[src/hdl/hws_pkg.sv]
/*
 * Constants, state encoding and the state record of the halt wake-up sequencer.
 * Assumes one 250 MHz system clock and an 8-pin wake port.
 */
package hws_pkg;

	// ----------------------------------------------------------------
	// Widths and timing
	// ----------------------------------------------------------------
	localparam int          ADDR_W         = 4;
	localparam int          DATA_W         = 8;
	localparam int          PIN_W          = 8;
	localparam int          CNT_W          = 16;
	localparam int          CLK_PERIOD_PS  = 4000;
	localparam int          MIN_WAKE_PS    = 20000;
	localparam int          RECOVERY_PS    = 1000000;
	localparam int          SYSRST_CYC     = 4;
	localparam int          MIN_WAKE_CYC   = (MIN_WAKE_PS + CLK_PERIOD_PS - 1) / CLK_PERIOD_PS;
	localparam int          RECOVERY_CYC   = RECOVERY_PS / CLK_PERIOD_PS;

	// ----------------------------------------------------------------
	// Register offsets
	// ----------------------------------------------------------------
	localparam logic [3:0]  OFS_CTRL       = 4'h0;
	localparam logic [3:0]  OFS_WAKE_EN    = 4'h1;
	localparam logic [3:0]  OFS_CAUSE      = 4'h2;
	localparam logic [3:0]  OFS_STAT       = 4'h3;
	localparam logic [3:0]  OFS_MASK       = 4'h4;
	localparam logic [3:0]  OFS_PORT_IN    = 4'h5;

	// ----------------------------------------------------------------
	// Field positions
	// ----------------------------------------------------------------
	localparam int          CTRL_HALT_BIT  = 0;
	localparam int          CAUSE_HALT     = 0;
	localparam int          CAUSE_WDOG     = 1;
	localparam int          CAUSE_EXT      = 2;
	localparam int          CAUSE_DBG      = 3;
	localparam int          EV_RECOVERED   = 0;
	localparam int          EV_SYSRST      = 1;
	localparam int          EV_SHORT       = 2;
	localparam int          EV_WDOG        = 3;

	typedef enum logic [2:0] {
		ST_RUN,
		ST_HALT,
		ST_FILTER,
		ST_RECOVER,
		ST_SYSRST
	} hws_state_t;

	typedef struct packed {
		hws_state_t         state;
		logic [CNT_W-1:0]   cnt;
		logic [PIN_W-1:0]   wakeEn;
		logic [3:0]         cause;
		logic [3:0]         stat;
		logic [3:0]         mask;
		logic [PIN_W-1:0]   portIn;
		logic [PIN_W-1:0]   lastPins;
		logic [PIN_W-1:0]   chgPins;
		logic               wdtPend;
		logic               wdtIrq;
		logic               sysRst;
		logic               irq;
		logic               halted;
		logic [DATA_W-1:0]  rdata;
	} hws_regs_t;

	localparam hws_regs_t   REGS_RESET     = '{state: ST_RUN, default: '0};

endpackage

[src/hdl/hws_halt_wakeup.sv]
/*
 * Halt wake-up sequencer: leaves the halt state on a watchdog time-out or a
 * port pin change, or asks for a full system reset on the reset or debug pin.
 * Assumes all inputs are synchronous to ref_clk and a simple strobe bus.
 */
// The register addresses and the strobed register port were left to the implementer.
`timescale 1ns/1ps
`default_nettype none

module hws_halt_wakeup
	import hws_pkg::*;
#(
	parameter int RECOVERY_CYCLES = RECOVERY_CYC
) (
	// Clock and reset
	input  wire logic              ref_clk,
	input  wire logic              arst_n,
	// Register port
	input  wire logic [ADDR_W-1:0] regAddr,
	input  wire logic [DATA_W-1:0] regWdata,
	input  wire logic              regWr,
	input  wire logic              regRd,
	output logic      [DATA_W-1:0] regRdata,
	// Watchdog and core
	input  wire logic              wdtTimeout,
	input  wire logic              wdtIntMode,
	input  wire logic              intEnable,
	input  wire logic              wdtIrqAck,
	output logic                   wdtIrqReq,
	output logic                   halted,
	output logic                   sysRstReq,
	output logic                   irq,
	// Pins
	input  wire logic [PIN_W-1:0]  portPins,
	input  wire logic              extRst_n,
	input  wire logic              dbgPin
);

	// Counters run from zero, so each limit is its cycle count less one.
	localparam logic [CNT_W-1:0] REC_LAST = CNT_W'(RECOVERY_CYCLES - 1);
	localparam logic [CNT_W-1:0] MIN_LAST = CNT_W'(MIN_WAKE_CYC - 1);
	localparam logic [CNT_W-1:0] RST_LAST = CNT_W'(SYSRST_CYC - 1);

	hws_regs_t r;
	hws_regs_t n;

	// ----------------------------------------------------------------
	// Helpers
	// ----------------------------------------------------------------
	// Write-one-to-clear where a same-cycle set wins over the clear.
	function automatic logic [3:0] w1c(input logic [3:0] cur, input logic [3:0] clr,
		input logic [3:0] set);
		w1c = (cur & ~clr) | set;
	endfunction

	function automatic logic inHalt(input hws_state_t s);
		inHalt = (s == ST_HALT) || (s == ST_FILTER) || (s == ST_RECOVER);
	endfunction

	logic             wrHit;
	logic [PIN_W-1:0] pinChg;
	logic             resetPin;
	assign wrHit    = regWr;
	assign pinChg   = (portPins ^ r.lastPins) & r.wakeEn;
	assign resetPin = !extRst_n || !dbgPin;

	// ----------------------------------------------------------------
	// Next state
	// ----------------------------------------------------------------
	always_comb begin
		logic [3:0] causeSet;
		logic [3:0] causeClr;
		logic [3:0] evSet;
		logic [3:0] evClr;
		causeSet = '0;
		causeClr = '0;
		evSet    = '0;
		evClr    = '0;
		n        = r;
		n.rdata  = '0;

		if (wrHit && regAddr == OFS_WAKE_EN) begin
			n.wakeEn = regWdata;
		end
		if (wrHit && regAddr == OFS_MASK) begin
			n.mask = regWdata[3:0];
		end
		if (wrHit && regAddr == OFS_CAUSE) begin
			causeClr = regWdata[3:0];
		end
		if (wrHit && regAddr == OFS_STAT) begin
			evClr = regWdata[3:0];
		end
		if (wdtIrqAck) begin
			n.wdtIrq = 1'b0;
		end

		case (r.state)
			ST_RUN: begin
				n.portIn = portPins;
				if (resetPin) begin
					n.state = ST_SYSRST;
					n.cnt   = '0;
					causeSet[CAUSE_EXT] = !extRst_n;
					causeSet[CAUSE_DBG] = !dbgPin;
				end else if (wrHit && regAddr == OFS_CTRL && regWdata[CTRL_HALT_BIT]) begin
					n.state    = ST_HALT;
					n.lastPins = portPins;
					n.wdtPend  = 1'b0;
				end
			end
			// The filter compares with the levels captured at halt entry, so a pulse that
			// returns before the minimum width sends the machine back to waiting.
			ST_HALT, ST_FILTER: begin
				if (resetPin) begin
					n.state = ST_SYSRST;
					n.cnt   = '0;
					causeSet[CAUSE_EXT] = !extRst_n;
					causeSet[CAUSE_DBG] = !dbgPin;
				end else if (wdtTimeout) begin
					n.state   = ST_RECOVER;
					n.cnt     = '0;
					n.wdtPend = wdtIntMode;
					causeSet[CAUSE_WDOG] = 1'b1;
					causeSet[CAUSE_HALT] = 1'b1;
					evSet[EV_WDOG]       = 1'b1;
				end else if (r.state == ST_HALT) begin
					// Pins without a wake enable never leave the halt state.
					if (pinChg != '0) begin
						n.state   = ST_FILTER;
						n.cnt     = '0;
						n.chgPins = pinChg;
					end
				end else if (((portPins ^ r.lastPins) & r.chgPins) == '0) begin
					n.state = ST_HALT;
					causeSet[CAUSE_HALT] = 1'b1;
					evSet[EV_SHORT]      = 1'b1;
				end else if (r.cnt == MIN_LAST) begin
					n.state = ST_RECOVER;
					n.cnt   = '0;
				end else begin
					n.cnt = r.cnt + 1'b1;
				end
			end
			ST_RECOVER: begin
				if (resetPin) begin
					n.state = ST_SYSRST;
					n.cnt   = '0;
					causeSet[CAUSE_EXT] = !extRst_n;
					causeSet[CAUSE_DBG] = !dbgPin;
				end else if (r.cnt == REC_LAST) begin
					n.state  = ST_RUN;
					// Port data load here and in the run state only, so a pin that went back during the
					// delay is never seen by software.
					n.portIn = portPins;
					causeSet[CAUSE_HALT] = 1'b1;
					evSet[EV_RECOVERED]  = 1'b1;
					if (r.wdtPend && intEnable) begin
						n.wdtIrq = 1'b1;
					end
					n.wdtPend = 1'b0;
				end else begin
					n.cnt = r.cnt + 1'b1;
				end
			end
			ST_SYSRST: begin
				// The request is held a few cycles so slow reset logic sees it.
				if (r.cnt == RST_LAST) begin
					n.state = ST_RUN;
				end else begin
					n.cnt = r.cnt + 1'b1;
				end
				n.wdtPend = 1'b0;
				n.wdtIrq  = 1'b0;
			end
			default: begin
				n.state = ST_RUN;
			end
		endcase

		if (n.state == ST_SYSRST && r.state != ST_SYSRST) begin
			evSet[EV_SYSRST] = 1'b1;
		end
		n.cause  = w1c(r.cause, causeClr, causeSet);
		n.stat   = w1c(r.stat, evClr, evSet);
		n.irq    = |(n.stat & n.mask);
		n.sysRst = (n.state == ST_SYSRST);
		n.halted = inHalt(n.state);

		if (regRd) begin
			case (regAddr)
				OFS_CTRL:    n.rdata = {7'h00, r.halted};
				OFS_WAKE_EN: n.rdata = r.wakeEn;
				OFS_CAUSE:   n.rdata = {4'h0, r.cause};
				OFS_STAT:    n.rdata = {4'h0, r.stat};
				OFS_MASK:    n.rdata = {4'h0, r.mask};
				OFS_PORT_IN: n.rdata = r.portIn;
				default:     n.rdata = '0;
			endcase
		end
	end

	// ----------------------------------------------------------------
	// State register
	// ----------------------------------------------------------------
	always_ff @(posedge ref_clk or negedge arst_n) begin
		if (!arst_n) begin
			r <= REGS_RESET;
		end else begin
			r <= n;
		end
	end

	assign regRdata  = r.rdata;
	assign wdtIrqReq = r.wdtIrq;
	assign halted    = r.halted;
	assign sysRstReq = r.sysRst;
	assign irq       = r.irq;

	logic idleHalt;
	assign idleHalt = (r.state == ST_HALT) && !resetPin && !wdtTimeout;

	// Checks on outputs that the bench only samples now and then.
	logic recEnd;
	assign recEnd = (r.state == ST_RECOVER) && (r.cnt == REC_LAST) && !resetPin;
endmodule

`default_nettype wire

[config.mk]
export PLATFORM = sky130hd
export DESIGN_NAME = hws_halt_wakeup
export DESIGN_NICKNAME = d
export VERILOG_FILES = /design/src/hdl/hws_pkg.sv /design/src/hdl/hws_halt_wakeup.sv
export SDC_FILE = /design/constraint.sdc
export NUM_CORES = 1
export LEC_CHECK = 0
export ABC_AREA = 0
export ABC_CLOCK_PERIOD_IN_PS = 2070
export BUFFER_PORTS_ARGS = -buffer_cell sky130_fd_sc_hd__clkbuf_2
export CORE_MARGIN = 2
export CORE_UTILIZATION = 50
export CTS_BUF_LIST = sky130_fd_sc_hd__clkbuf_2 sky130_fd_sc_hd__clkbuf_4 sky130_fd_sc_hd__clkbuf_8
export DETAILED_ROUTE_END_ITERATION = 16
export PLACE_DENSITY_LB_ADDON = 0.12
export SLEW_MARGIN = 20
export SYNTH_ARGS = -nofsm -noshare
export SYNTH_HDL_FRONTEND = slang
export SYNTH_SLANG_ARGS = --single-unit
[constraint.sdc]
create_clock -name ref_clk -period 2.07 [get_ports ref_clk]
set_clock_uncertainty 0.2 [all_clocks]
set_input_delay 0.207 -clock ref_clk [delete_from_list [all_inputs] [get_ports ref_clk]]
set_output_delay 0.207 -clock ref_clk [all_outputs]
set_load 0.05 [all_outputs]
# Word-level counts from Yosys, hierarchy flattened

Cells that the tools add are included.

Latch bits: 0
Input port bits: 30
Logic and storage cells: 135
Output and inout bits: 12
Bits in writable memories: 0
Bits in read-only memories: 0
Register bits after elaboration: 76
Memories kept: 0

Eq/ne operators: 28
Multiply operators: 0
Shift-type cells: 0
$add $sub $neg: 1
Divide/modulo/power cells: 0
Order comparisons: 0
Reduce and logical (&&, ||, !) cells: 27
Muxes and demuxes: 52
Bitwise logic cells: 12

Operators with widths:

| cell                                                              | number |
|---|---|
| 19-bit 2-to-1 mux                                                 | 5 |
| 16-bit 2-to-1 mux                                                 | 5 |
| 16-bit case mux with 4 select lines                               | 1 |
| 8-bit case mux with 6 select lines                                | 1 |
| 8-bit 2-to-1 mux                                                  | 3 |
| 3-bit 2-to-1 mux                                                  | 6 |
| 16-bit by 1-bit adder with 16-bit output (second input constant)  | 1 |
| 8-bit AND                                                         | 2 |
| 16-bit by 2-bit == test with 1-bit output (second input constant) | 1 |
| 16-bit by 3-bit == test with 1-bit output (second input constant) | 1 |
| 16-bit by 8-bit == test with 1-bit output (second input constant) | 1 |
| 1-bit 2-to-1 mux                                                  | 16 |
| 8-bit case mux with 2 select lines                                | 1 |
| 2-bit 2-to-1 mux                                                  | 7 |
| 2-bit != test (second input constant)                             | 7 |
| 4-bit AND                                                         | 3 |
| 3-bit by 2-bit == test with 1-bit output (second input constant)  | 4 |
| 4-bit 2-to-1 mux                                                  | 3 |
| 3-bit case mux with 4 select lines                                | 1 |
| 5-bit != test (second input constant)                             | 2 |
| 4-bit by 2-bit == test with 1-bit output (second input constant)  | 2 |
| 4-bit by 3-bit == test with 1-bit output (second input constant)  | 2 |
| 1-bit logical AND                                                 | 8 |
| 8-bit logical NOT                                                 | 1 |
| 24 further kinds                                                  | 36 |

# Longest topological paths before layout

Gate-level depths: netlist of run 1.

Word-level depth: 14
Mapped depth: 9
Gate-level depth less buffers: 8

# Worst setup path after synthesis of run 1

OpenSTA, ideal clock, no wires.

Path kind: register to register
Start point: register r[57] (netlist bit)
End point: register r[63] (netlist bit)
Setup time: 0.095 ns
Clock period less this slack: 2.211 ns
Data arrival time: 1.916 ns
Setup slack: -0.141 ns
Buffers on the path: 1
Stages on the path, launching flop included: 10
Data required time: 1.775 ns
Cells stage by stage: dfrtp_1 > inv_1 > ha_1 > nor4bb_1 > and4_1 > o211a_4 > a211oi_2 > nand2_2 > buf_6 > o31ai_1

Word-level cells in the longest chain between the ends: 7

Ends and longest elaborated chain:

| what                                                                                                  | line                   | text |
|---|---|---|
| from (decl)                                                                                           | hws_halt_wakeup.sv:44  | `hws_regs_t r;` |
| from (signal assigned)                                                                                | hws_halt_wakeup.sv:210 | `r <= n;` |
| 16-bit by 1-bit adder with 16-bit output or 16-bit by 3-bit == test with 1-bit output (tied branches) | --                     |  |
| 16-bit 2-to-1 mux                                                                                     | hws_halt_wakeup.sv:138 | `end else if (r.cnt == MIN_LAST) begin` |
| 16-bit 2-to-1 mux                                                                                     | hws_halt_wakeup.sv:134 | `end else if (((portPins ^ r.lastPins) & r.chgPins) == '0) begin` |
| 19-bit 2-to-1 mux                                                                                     | hws_halt_wakeup.sv:127 | `end else if (r.state == ST_HALT) begin` |
| 19-bit 2-to-1 mux                                                                                     | hws_halt_wakeup.sv:120 | `end else if (wdtTimeout) begin` |
| 19-bit 2-to-1 mux                                                                                     | hws_halt_wakeup.sv:115 | `if (resetPin) begin` |
| 16-bit case mux with 4 select lines                                                                   | hws_halt_wakeup.sv:98  | `case (r.state)` |

Parallel ways exist; a longest one is shown, timed or not. The select of a mux whose other input is x is not followed.
A chain may end at the register's enable or synchronous reset.

# Worst setup path after layout of run 1

Start point: register r[69] (netlist bit)
End point: register r[29] (netlist bit)

Word-level cells in the longest chain between the ends: 3

Ends and longest elaborated chain:

| what |
|---|
| 16-bit by 8-bit == test with 1-bit output |
| 2-bit by 1-bit != test with 1-bit output (no line) |
| 3-bit AND reduction (no line) |

No other way between the ends.

==> results of run 1 <==
cell usage in the layout (no fill, tap or decap), types with 8 or more instances in the layout:
master          n
mux2_4          8
mux2i_1        10
mux2_2         22
dfrtp_1        75
a22oi_1        11
clkbuf_8       10
dlygate4sd3_1  22
nand2_1        45
nor2_1         26
o21ai_0        16
o31ai_2         8
buf_4          66
nand3_1         9
buf_6          10
clkbuf_2       40
kinds of logic after synthesis:
group	count (synthesis)
XOR/XNOR	9
flip-flops	76
multiplexers	40
AO/OA/AOI/OAI	86
buffers and inverters	30
adder cells (fa/ha/maj)	3
AND/OR/NAND/NOR	147
state kept, by name (all words and copies together), names as in the netlist:
name,flops
regRdata,8
r,64
irq,1
halted,1
wdtIrqReq,1
sysRstReq,1
power groups by stage:
stage	Sequential [W]	Clock [W]	Combinational, W
floorplan	0.00188	0	0.000996
global placement	0.00187	0	0.00161
detailed placement	0.00188	0	0.00165
CTS	0.00186	0.00109	0.00194
global route	0.00189	0.00117	0.00228
finish	0.00186	0.00107	0.00211
routing by layer:
metal	vias to the layer above	track usage, %
met3	17	3.77
met2	109	42.0
met4	0	8.94
li1	1674	-
met5	-	0
met1	1732	37.1
worst max-delay path: cells and delay by family, from the launching register on:
| family | cells | cell delay [ns] |
|---|---|---|
| mux | 1 | 0.31 |
| simple gates | 4 | 1.20 |
| flops | 1 | 0.44 |
path summary, 6_finish.rpt:
path                                   start               endpoint
max                        r[69]$_DFFE_PN0P_      r[29]$_DFFE_PN0P_
min                              portPins[2]      r[23]$_DFFE_PN0P_
max reg2reg                r[69]$_DFFE_PN0P_      r[29]$_DFFE_PN0P_
min reg2reg                r[14]$_DFFE_PN0P_      r[14]$_DFFE_PN0P_
max in group asynchronous             arst_n    sysRstReq$_DFF_PN0_
min in group asynchronous             arst_n  regRdata[3]$_DFF_PN0_
repair_timing:
item,in CTS,in global routing
endpoints found under the setup margin,28,39
hold buffers,22,0
endpoints found under the hold margin,97,0
cloned,0,1
resized for setup,44,28
pin swaps,18,12
buffers inserted,3,2
area by class of cell:
type / instances / area [sq um]
Clock buffer: 10 / 138
Multi-Input combinational cell: 285 / 2320
Fill cell: 564 / 2100
Sequential cell: 76 / 1900
Inverter: 6 / 22.5
Clock inverter: 6 / 46.3
Timing Repair Buffer: 142 / 1110
Tap cell: 102 / 128
stage by stage:
stage	utilization [%]	cells	hold slack [ns]
global placement	62.0	583	-0.0213
detailed placement	62.0	583	-0.0189
floorplan	-	391	-0.289
global route	73.0	627	0.0249
CTS	70.6	624	0.00697
finish	73.0	627	0.0194
==> results.py, run 1 <==
metrics = {
    "status": {
        "status": "finished, violations left",
        "violations": "setup timing",
    },
    "final_layout": {
        "diodes": 0,
        "final_cell_area_sq_um": 5670,
        "nNetsFinal": 553,
        "synthToLayoutAreaGrowth_pct": 40.1,
        "drive_gt1_share_pct": 42.9,
    },
    "floorplanning": {
        "initial_core_util_pct": 52.1,
        "floorplan.rows": 32,
        "dieArea_sq_um": 8830,
        "die_x_microns": 94.0,
        "die_y_microns": 94.0,
        "core-area_sq_um": 7770,
        "ios": 42,
    },
    "setup_path": {
        "rrSetupSlack_ns": -0.19,
        "cpMaxStageDelayCell": "or4_4",
        "cp.required_ns": 2.11,
        "slowest_delay_ns": 0.57,
        "crit_fanout": 8,
        "worstSetupPathType": "flip-flop to flip-flop",
        "cp-start-kind": "flip-flop",
        "worstPathCellList": "or4_4, nor4_4, and3b_2, nor2_4, mux2_4",
        "worstSetupEndpointType": "flip-flop",
        "cp.arrival_ns": 2.29,
        "reg2regPathDepth": 5,
    },
    "synthesis": {
        "syn_area_per_cell_sq_um": 10.4,
        "synthTopCellsByCount": "dfrtp_1, nand2_1, nor2_1, mux2_2, o21ai_0",
        "netlist_area_sq_um": 4050,
        "yosysWarnings": 0,
        "yosys.area.top_type_share_pct": 47.0,
        "synth.ff_latch_count": 76,
        "synthSimpleGateAreaFrac_pct": 19.4,
        "synth_flop_cell": "dfrtp_1",
        "synth_top_family_by_area": "simple AND/OR/NAND/NOR gates",
        "ys_top_cells_by_area": "dfrtp_1, mux2_2, nand2_1",
        "yosysTopAreaCell": "dfrtp_1",
        "synth.net_count": 424,
        "synth_edf_count": 0,
        "synthDistinctLibCells": 59,
        "syn_inst": 391,
        "muxShareOfSynthArea_pct": 11.6,
        "yosys.area_share.xor_xnor_pct": 1.95,
        "synth.most_common_cell": "dfrtp_1",
        "synthAdderAreaFrac_pct": 0.927,
        "seq_area_frac_synth_pct": 47.0,
        "synth_compound_area_share_pct": 15.0,
        "async_reset_ff_share_pct": 100,
    },
    "sta": {
        "worst_pin_slew_ns": 0.447,
        "hold_violations": 0,
        "relSlewSlack_pct": 70.2,
        "finalSetupViolCount": 27,
        "rsz0062_at_grt": "yes",
        "timing.fmax_mhz": 443,
        "fin_ws_ns": -0.185,
        "fin_crit_sh_pct": 109,
        "maxSlewViolCount": 0,
        "fin_tns_setup_ns": -3.69,
        "fin_crit_ns": 2.26,
    },
    "routing": {
        "drcViolationCount": 0,
        "wl_met2_microns": 5180,
        "ant_nets": 0,
        "drtIter0Drc": 194,
        "vias": 3532,
        "routed.top_layer": "met4",
        "drt_wl_total_microns": 11000,
        "via_per_inst": 5.63,
        "first_pass_iters": 5,
        "drt-met1-wl_microns": 5140,
        "dr_wl_met3_microns": 482,
        "routedWlPerCell_microns": 17.5,
    },
    "clocking": {
        "clockBufferDepth": 2,
        "htree_levels": 3,
        "cts_buffers": 9,
        "root_buffer": "clkbuf_8",
        "clkSlewWorstSetupHoldPaths_ns": 0.08,
        "clock_sinks": 76,
        "insertion_delay_ns": 0.35,
        "cts_tree": "done",
    },
    "place": {
        "place_hpwl_microns": 7310,
        "dp_slack_ns": -0.201,
        "place_area_sq_um": 4820,
        "place_congestion": 0.831,
        "io_buffer_count": 41,
    },
    "power": {
        "ir_drop_v": 0.000507,
        "sequentialPowerShare_pct": 36.9,
        "intPower_w": 0.00323,
        "switching_share_pct": 36.0,
        "p_leak_nw": 2.57,
        "combPwrFrac_pct": 41.9,
        "p_sw_w": 0.00182,
        "total_power_w": 0.00505,
        "cellPowerDensity_nw_per_um2": 891,
        "p_clk_share_pct": 21.2,
    },
    "hold_path": {
        "holdPathStages": 3,
        "min_path_type": "input pin to flip-flop",
    },
    "global_routing": {
        "overflow": 0,
        "grt_max_degree": 45,
        "antenna_found_initial": 0,
        "grt_pass1_wl_microns": 18000,
        "grtUsageTotal_pct": 26.4,
        "first_global_vias": 3642,
    },
    "run": {
        "max-cap-violations": 0,
    },
}
(Power assumes the default switching activity.)
==> run 2: changes to the inputs <==
--- a/config.mk
+++ b/config.mk
@@ -12,6 +12,7 @@
 export CORE_UTILIZATION = 50
 export CTS_BUF_LIST = sky130_fd_sc_hd__clkbuf_2 sky130_fd_sc_hd__clkbuf_4 sky130_fd_sc_hd__clkbuf_8
 export DETAILED_ROUTE_END_ITERATION = 16
+export MAX_ROUTING_LAYER = met4
 export PLACE_DENSITY_LB_ADDON = 0.12
 export SLEW_MARGIN = 20
 export SYNTH_ARGS = -nofsm -noshare
==> run 2 against run 1 <==
- the flow still finishes with violations (setup timing)
- global-route usage is 0.74 points higher
- worst setup slack worse by 0.076 ns
- critical path depth is 3 higher
- clock-buffer cell count stayed put
- clock power hardly changed
- non-clock buffer count stayed put
- first-iteration DRC count is 4.1% higher
- total power hardly changed
==> results.py, run 2 (synthesis results as in run 1) <==
metrics = {
    "global_routing": {
        "first_global_vias": 3652,
        "grtUsageTotal_pct": 27.1,
        "use_met3_pct": 3.77,
        "grt_max_degree": 45,
        "use_met2_pct": 42.0,
        "busiest_layer": "met2",
        "antenna_found_initial": 0,
        "grt_pass1_wl_microns": 18000,
        "grt_util_met1_pct": 37.2,
        "overflow": 0,
    },
    "final_layout": {
        "synthToLayoutAreaGrowth_pct": 40.0,
        "nNetsFinal": 553,
        "regMostFlops": "r",
        "fin_cells": 627,
        "layout_commonest_cell": "dfrtp_1",
        "final_cell_mix": "dfrtp_1, buf_4, nand2_1",
        "final_cell_area_sq_um": 5670,
        "drive_gt1_share_pct": 42.7,
        "diodes": 0,
        "fillers": 563,
        "largest_reg_flops": 64,
    },
    "floorplanning": {
        "floorplan.rows": 32,
        "ios": 42,
        "die_x_microns": 94.0,
        "initial_core_util_pct": 52.1,
        "core-area_sq_um": 7770,
        "die_y_microns": 94.0,
        "dieArea_sq_um": 8830,
    },
    "power": {
        "cellPowerDensity_nw_per_um2": 892,
        "ir_drop_v": 0.000535,
        "p_leak_nw": 2.57,
    },
    "clocking": {
        "htree_levels": 3,
        "cts_buffers": 9,
        "cts_tree": "done",
        "root_buffer": "clkbuf_8",
        "clock_sinks": 76,
        "clkSlewWorstSetupHoldPaths_ns": 0.09,
        "insertion_delay_ns": 0.36,
        "clockBufferDepth": 2,
    },
    "sta": {
        "rsz0062_at_grt": "yes",
        "hold_violations": 0,
        "finalSetupViolCount": 27,
        "maxSlewViolCount": 0,
        "worst_pin_slew_ns": 0.447,
        "timing.fmax_mhz": 429,
        "fin_crit_sh_pct": 113,
        "relSlewSlack_pct": 70.2,
        "fin_crit_ns": 2.33,
        "fin_ws_ns": -0.261,
    },
    "setup_path": {
        "worstSetupEndpointType": "flip-flop",
        "crit_fanout": 5,
        "cp.required_ns": 2.11,
        "worstSetupPathType": "flip-flop to flip-flop",
        "cp-start-kind": "flip-flop",
        "cp.arrival_ns": 2.37,
    },
    "routing": {
        "first_pass_iters": 5,
        "routedWlPerCell_microns": 17.6,
        "via_per_inst": 5.63,
        "vias": 3529,
        "ant_nets": 0,
        "drcViolationCount": 0,
        "drt_wl_total_microns": 11100,
        "drtIter0Drc": 202,
    },
    "status": {
        "status": "finished, violations left",
        "violations": "setup timing",
    },
    "place": {
        "place_hpwl_microns": 7310,
        "place_congestion": 0.843,
        "io_buffer_count": 41,
        "place_area_sq_um": 4820,
        "dp_slack_ns": -0.201,
        "dp.cells": 583,
    },
    "run": {
        "max-cap-violations": 0,
    },
    "hold_path": {
        "min_path_type": "input pin to flip-flop",
    },
}
==> run 2: cell counts in the layout (fill, tap and decap cells not counted) <==
No cell type changed its count.
==> run 2: path summary, 6_finish.rpt <==
check	startpoint	to	slack [ns]	cells after the start
worst max-delay path	r[65]$_DFFE_PN0P_	r[72]$_DFFE_PN0P_	-0.26	8
worst min-delay path	portPins[2]	r[23]$_DFFE_PN0P_	0.01	3
worst max register to register	r[65]$_DFFE_PN0P_	r[72]$_DFFE_PN0P_	-0.26	8
worst min register to register	r[14]$_DFFE_PN0P_	r[14]$_DFFE_PN0P_	0.29	2
max in group asynchronous	arst_n	sysRstReq$_DFF_PN0_	0.95	3
min in group asynchronous	arst_n	regRdata[3]$_DFF_PN0_	0.13	2
==> run 2: timing repair <==
action / CTS / global route
gates cloned: 0 / 1
resized for setup: 44 / 27
pin swaps: 18 / 12
hold buffers: 22 / 0
setup buffers: 3 / 2
endpoints found under the hold margin: 97 / 0
setup endpoints to repair: 28 / 39
==> run 2: per-stage QoR <==
stage | util (%) | power (W) | TNS (ns) | hold WS, ns
after CTS | 70.6 | 0.00489 | -2.79 | 0.00697
after global placement | 62.0 | 0.00349 | -2.27 | -0.0213
after global routing | 73.0 | 0.00534 | -5.93 | 0.0249
final | 73.0 | 0.00506 | -3.84 | 0.0134
after floorplan | - | 0.00288 | -0.782 | -0.289
after detailed placement | 62.0 | 0.00353 | -3.77 | -0.0189
==> run 2: where the power goes <==
| part | switching [W] | internal [W] | total, W |
|---|---|---|---|
| Sequential | 0.000161 | 0.00171 | 0.00187 |
| Clock | 0.000604 | 0.000476 | 0.00108 |
| Combinational | 0.00106 | 0.00105 | 0.00211 |
==> run 2: critical path, cell delays in order, from the launching register on <==
cell,delay (ns)
dfrtp_1,0.39
buf_6,0.12
buf_4,0.14
nand4_1,0.18
nor3b_2,0.32
and3_1,0.32
a31oi_2,0.15
o31ai_4,0.27
o31ai_4,0.10
==> run 2: layout make-up <==
type,count,area [sq um],share of cell area (%)
clock buffers,10,138,2.43
clock inverters,6,46.3,0.817
inverters,6,22.5,0.397
multi-input cells,285,2320,40.9
flip-flops and latches,76,1900,33.6
well taps,102,128,2.25
repair buffers,142,1110,19.6
==> run 2: layer usage <==
metal | wire length, microns | part of all wire [%]
met4 | 192 | 1.7
met5 | 0 | 0
met1 | 5200 | 47
met3 | 474 | 4.3
met2 | 5180 | 47
==> run 3: changes to the inputs <==
--- a/config.mk
+++ b/config.mk
@@ -6,7 +6,6 @@
 export NUM_CORES = 1
 export LEC_CHECK = 0
 export ABC_AREA = 0
-export ABC_CLOCK_PERIOD_IN_PS = 2070
 export BUFFER_PORTS_ARGS = -buffer_cell sky130_fd_sc_hd__clkbuf_2
 export CORE_MARGIN = 2
 export CORE_UTILIZATION = 50
@@ -14,6 +13,7 @@
 export DETAILED_ROUTE_END_ITERATION = 16
 export MAX_ROUTING_LAYER = met4
 export PLACE_DENSITY_LB_ADDON = 0.12
+export SETUP_SLACK_MARGIN = 0.3
 export SLEW_MARGIN = 20
 export SYNTH_ARGS = -nofsm -noshare
 export SYNTH_HDL_FRONTEND = slang
==> run 3 against run 2 <==
- the flow finishes with violations (hold timing, setup timing)
- clock power about the same
- total power up 14%
- global-route usage increased by 1.2 points
==> results.py, run 3 (synthesis results as in run 1) <==
metrics = {
    "routing": {
        "first_pass_iters": 5,
        "vias": 3921,
        "drt_wl_total_microns": 13500,
        "drtIter0Drc": 264,
        "via_per_inst": 6.01,
        "routedWlPerCell_microns": 20.6,
        "ant_nets": 0,
        "drcViolationCount": 0,
    },
    "final_layout": {
        "largest_reg_flops": 64,
        "regMostFlops": "r",
        "post-route-util_pct": 80.8,
        "final_cell_mix": "buf_4, dfrtp_1, clkbuf_2",
        "nNetsFinal": 578,
        "layout_commonest_cell": "buf_4",
        "drive_gt1_share_pct": 52.5,
        "diodes": 0,
        "synthToLayoutAreaGrowth_pct": 55.1,
    },
    "clocking": {
        "root_buffer": "clkbuf_8",
        "htree_levels": 3,
        "cts_tree": "done",
        "clock_sinks": 76,
        "clockBufferDepth": 2,
        "cts_buffers": 9,
        "insertion_delay_ns": 0.37,
        "clkSlewWorstSetupHoldPaths_ns": 0.09,
    },
    "setup_path": {
        "crit_cells": 7,
        "crit_fanout": 8,
        "cp.arrival_ns": 2.38,
        "cpMaxStageDelayCell": "dfrtp_1",
        "worstSetupPathType": "flip-flop to flip-flop",
        "reg2regPathDepth": 7,
        "rr_startpoint": "r[63]$_DFFE_PN0P_",
        "worstPathBufferInverterCount": 1,
        "worstReg2RegEnd": "r[66]$_DFFE_PN0P_",
        "startpoint": "r[63]$_DFFE_PN0P_",
        "worstSetupEndpointType": "flip-flop",
        "worstPathCellList": "nor3_1, and4_1, o211a_4, buf_6, nor2_1, o31ai_4, o41ai_4",
        "crit_family": "simple AND/OR/NAND/NOR gates",
        "rrSetupSlack_ns": -0.29,
        "cp-start-kind": "flip-flop",
        "slowest_delay_ns": 0.48,
        "cp.required_ns": 2.10,
    },
    "hold_path": {
        "holdPathStages": 4,
        "hold_end": "r[45]$_DFF_PN0_",
        "holdCritStartpoint": "regWdata[0]",
        "min_path_type": "input pin to flip-flop",
    },
    "sta": {
        "fin_crit_sh_pct": 114,
        "finalSetupViolCount": 34,
        "hold_violations": 1,
        "fin_ws_ns": -0.286,
        "rsz0062_at_grt": "yes",
        "relSlewSlack_pct": 68.2,
        "worst_pin_slew_ns": 0.477,
        "maxSlewViolCount": 0,
        "fin_tns_setup_ns": -5.18,
        "worst_hold_slack_ns": -0.00467,
        "timing.fmax_mhz": 425,
        "fin_crit_ns": 2.36,
    },
    "place": {
        "io_buffer_count": 41,
        "place_congestion": 0.856,
        "place_hpwl_microns": 7490,
        "dp_slack_ns": -0.166,
    },
    "global_routing": {
        "grtUsageTotal_pct": 28.4,
        "grt_max_degree": 34,
        "overflow": 0,
        "antenna_found_initial": 0,
        "first_global_vias": 3736,
        "grt_pass1_wl_microns": 18700,
    },
    "power": {
        "cellPowerDensity_nw_per_um2": 920,
        "ir_drop_v": 0.000552,
        "p_leak_nw": 2.80,
        "total_power_w": 0.00578,
    },
    "floorplanning": {
        "floorplan.rows": 32,
        "ios": 42,
        "die_x_microns": 94.0,
        "initial_core_util_pct": 52.1,
        "die_y_microns": 94.0,
        "core-area_sq_um": 7770,
        "dieArea_sq_um": 8830,
    },
    "status": {
        "status": "finished, violations left",
        "violations": "hold timing, setup timing",
    },
    "run": {
        "max-cap-violations": 0,
    },
}
run 3: changes by cell type in the layout (fill, tap and decap cells not counted), sizes merged:
cell / delta
buf: +30
dlygate4sd3: -5
clkbuf: +1
inv: -1
run 3: layer usage:
metal  track usage (%)  share of wire [%]  up-vias  routed length (microns)
met5                 -                  0        -                        0
met1              39.7                 42     1953                     5670
li1                  -                  -     1729                        -
met3              3.85                6.1       42                      827
met2              42.6                 49      197                     6560
met4              10.4                2.9        0                      394
run 3: per-stage QoR:
step                      area [sq um]  std cells
after floorplan                   4080        391
after global placement            4940        591
after detailed placement          4940        591
after CTS                         5960        641
after global routing              6280        652
final                             6280        652
run 3: how the worst max path moves through the flow:
| stage | slack, ns | end |
|---|---|---|
| after floorplan | -0.08 | r[29]$_DFFE_PN0P_ |
| after global placement | -0.11 | r[34]$_DFFE_PN0P_ |
| after detailed placement | -0.17 | r[65]$_DFFE_PN0P_ |
| after CTS | -0.14 | r[65]$_DFFE_PN0P_ |
| after global routing | -0.32 | r[66]$_DFFE_PN0P_ |
| final | -0.29 | r[66]$_DFFE_PN0P_ |
run 3: worst register-to-register path, cell delays in order (launching register included):
cell and delay (ns):
dfrtp_1 0.48, nor3_1 0.39, and4_1 0.30, o211a_4 0.21, buf_6 0.15, nor2_1 0.08
o31ai_4 0.27, o41ai_4 0.13
run 3: power breakdown:
group          switching, W  internal (W)  total (W)
Combinational       0.00135       0.00145    0.00280
Clock              0.000606      0.000467    0.00107
Sequential         0.000197       0.00171    0.00190
Total               0.00215       0.00362    0.00578
run 3: layout make-up:
cell class	count	area (sq um)
clock inverter	5	37.5
fill	430	1490
timing repair buffer	167	1400
inverter	6	22.5
tap	102	128
sequential	76	1910
multi-input combinational	285	2650
clock buffer	11	139
run 3: timing repair:
action                                  in CTS  in global routing
endpoints found under the setup margin      50                 51
setup buffers                               15                 11
cloned                                       2                  0
pin swaps                                   38                 19
hold endpoints to repair                    81                  0
resized for setup                          106                 43
hold buffers                                17                  0
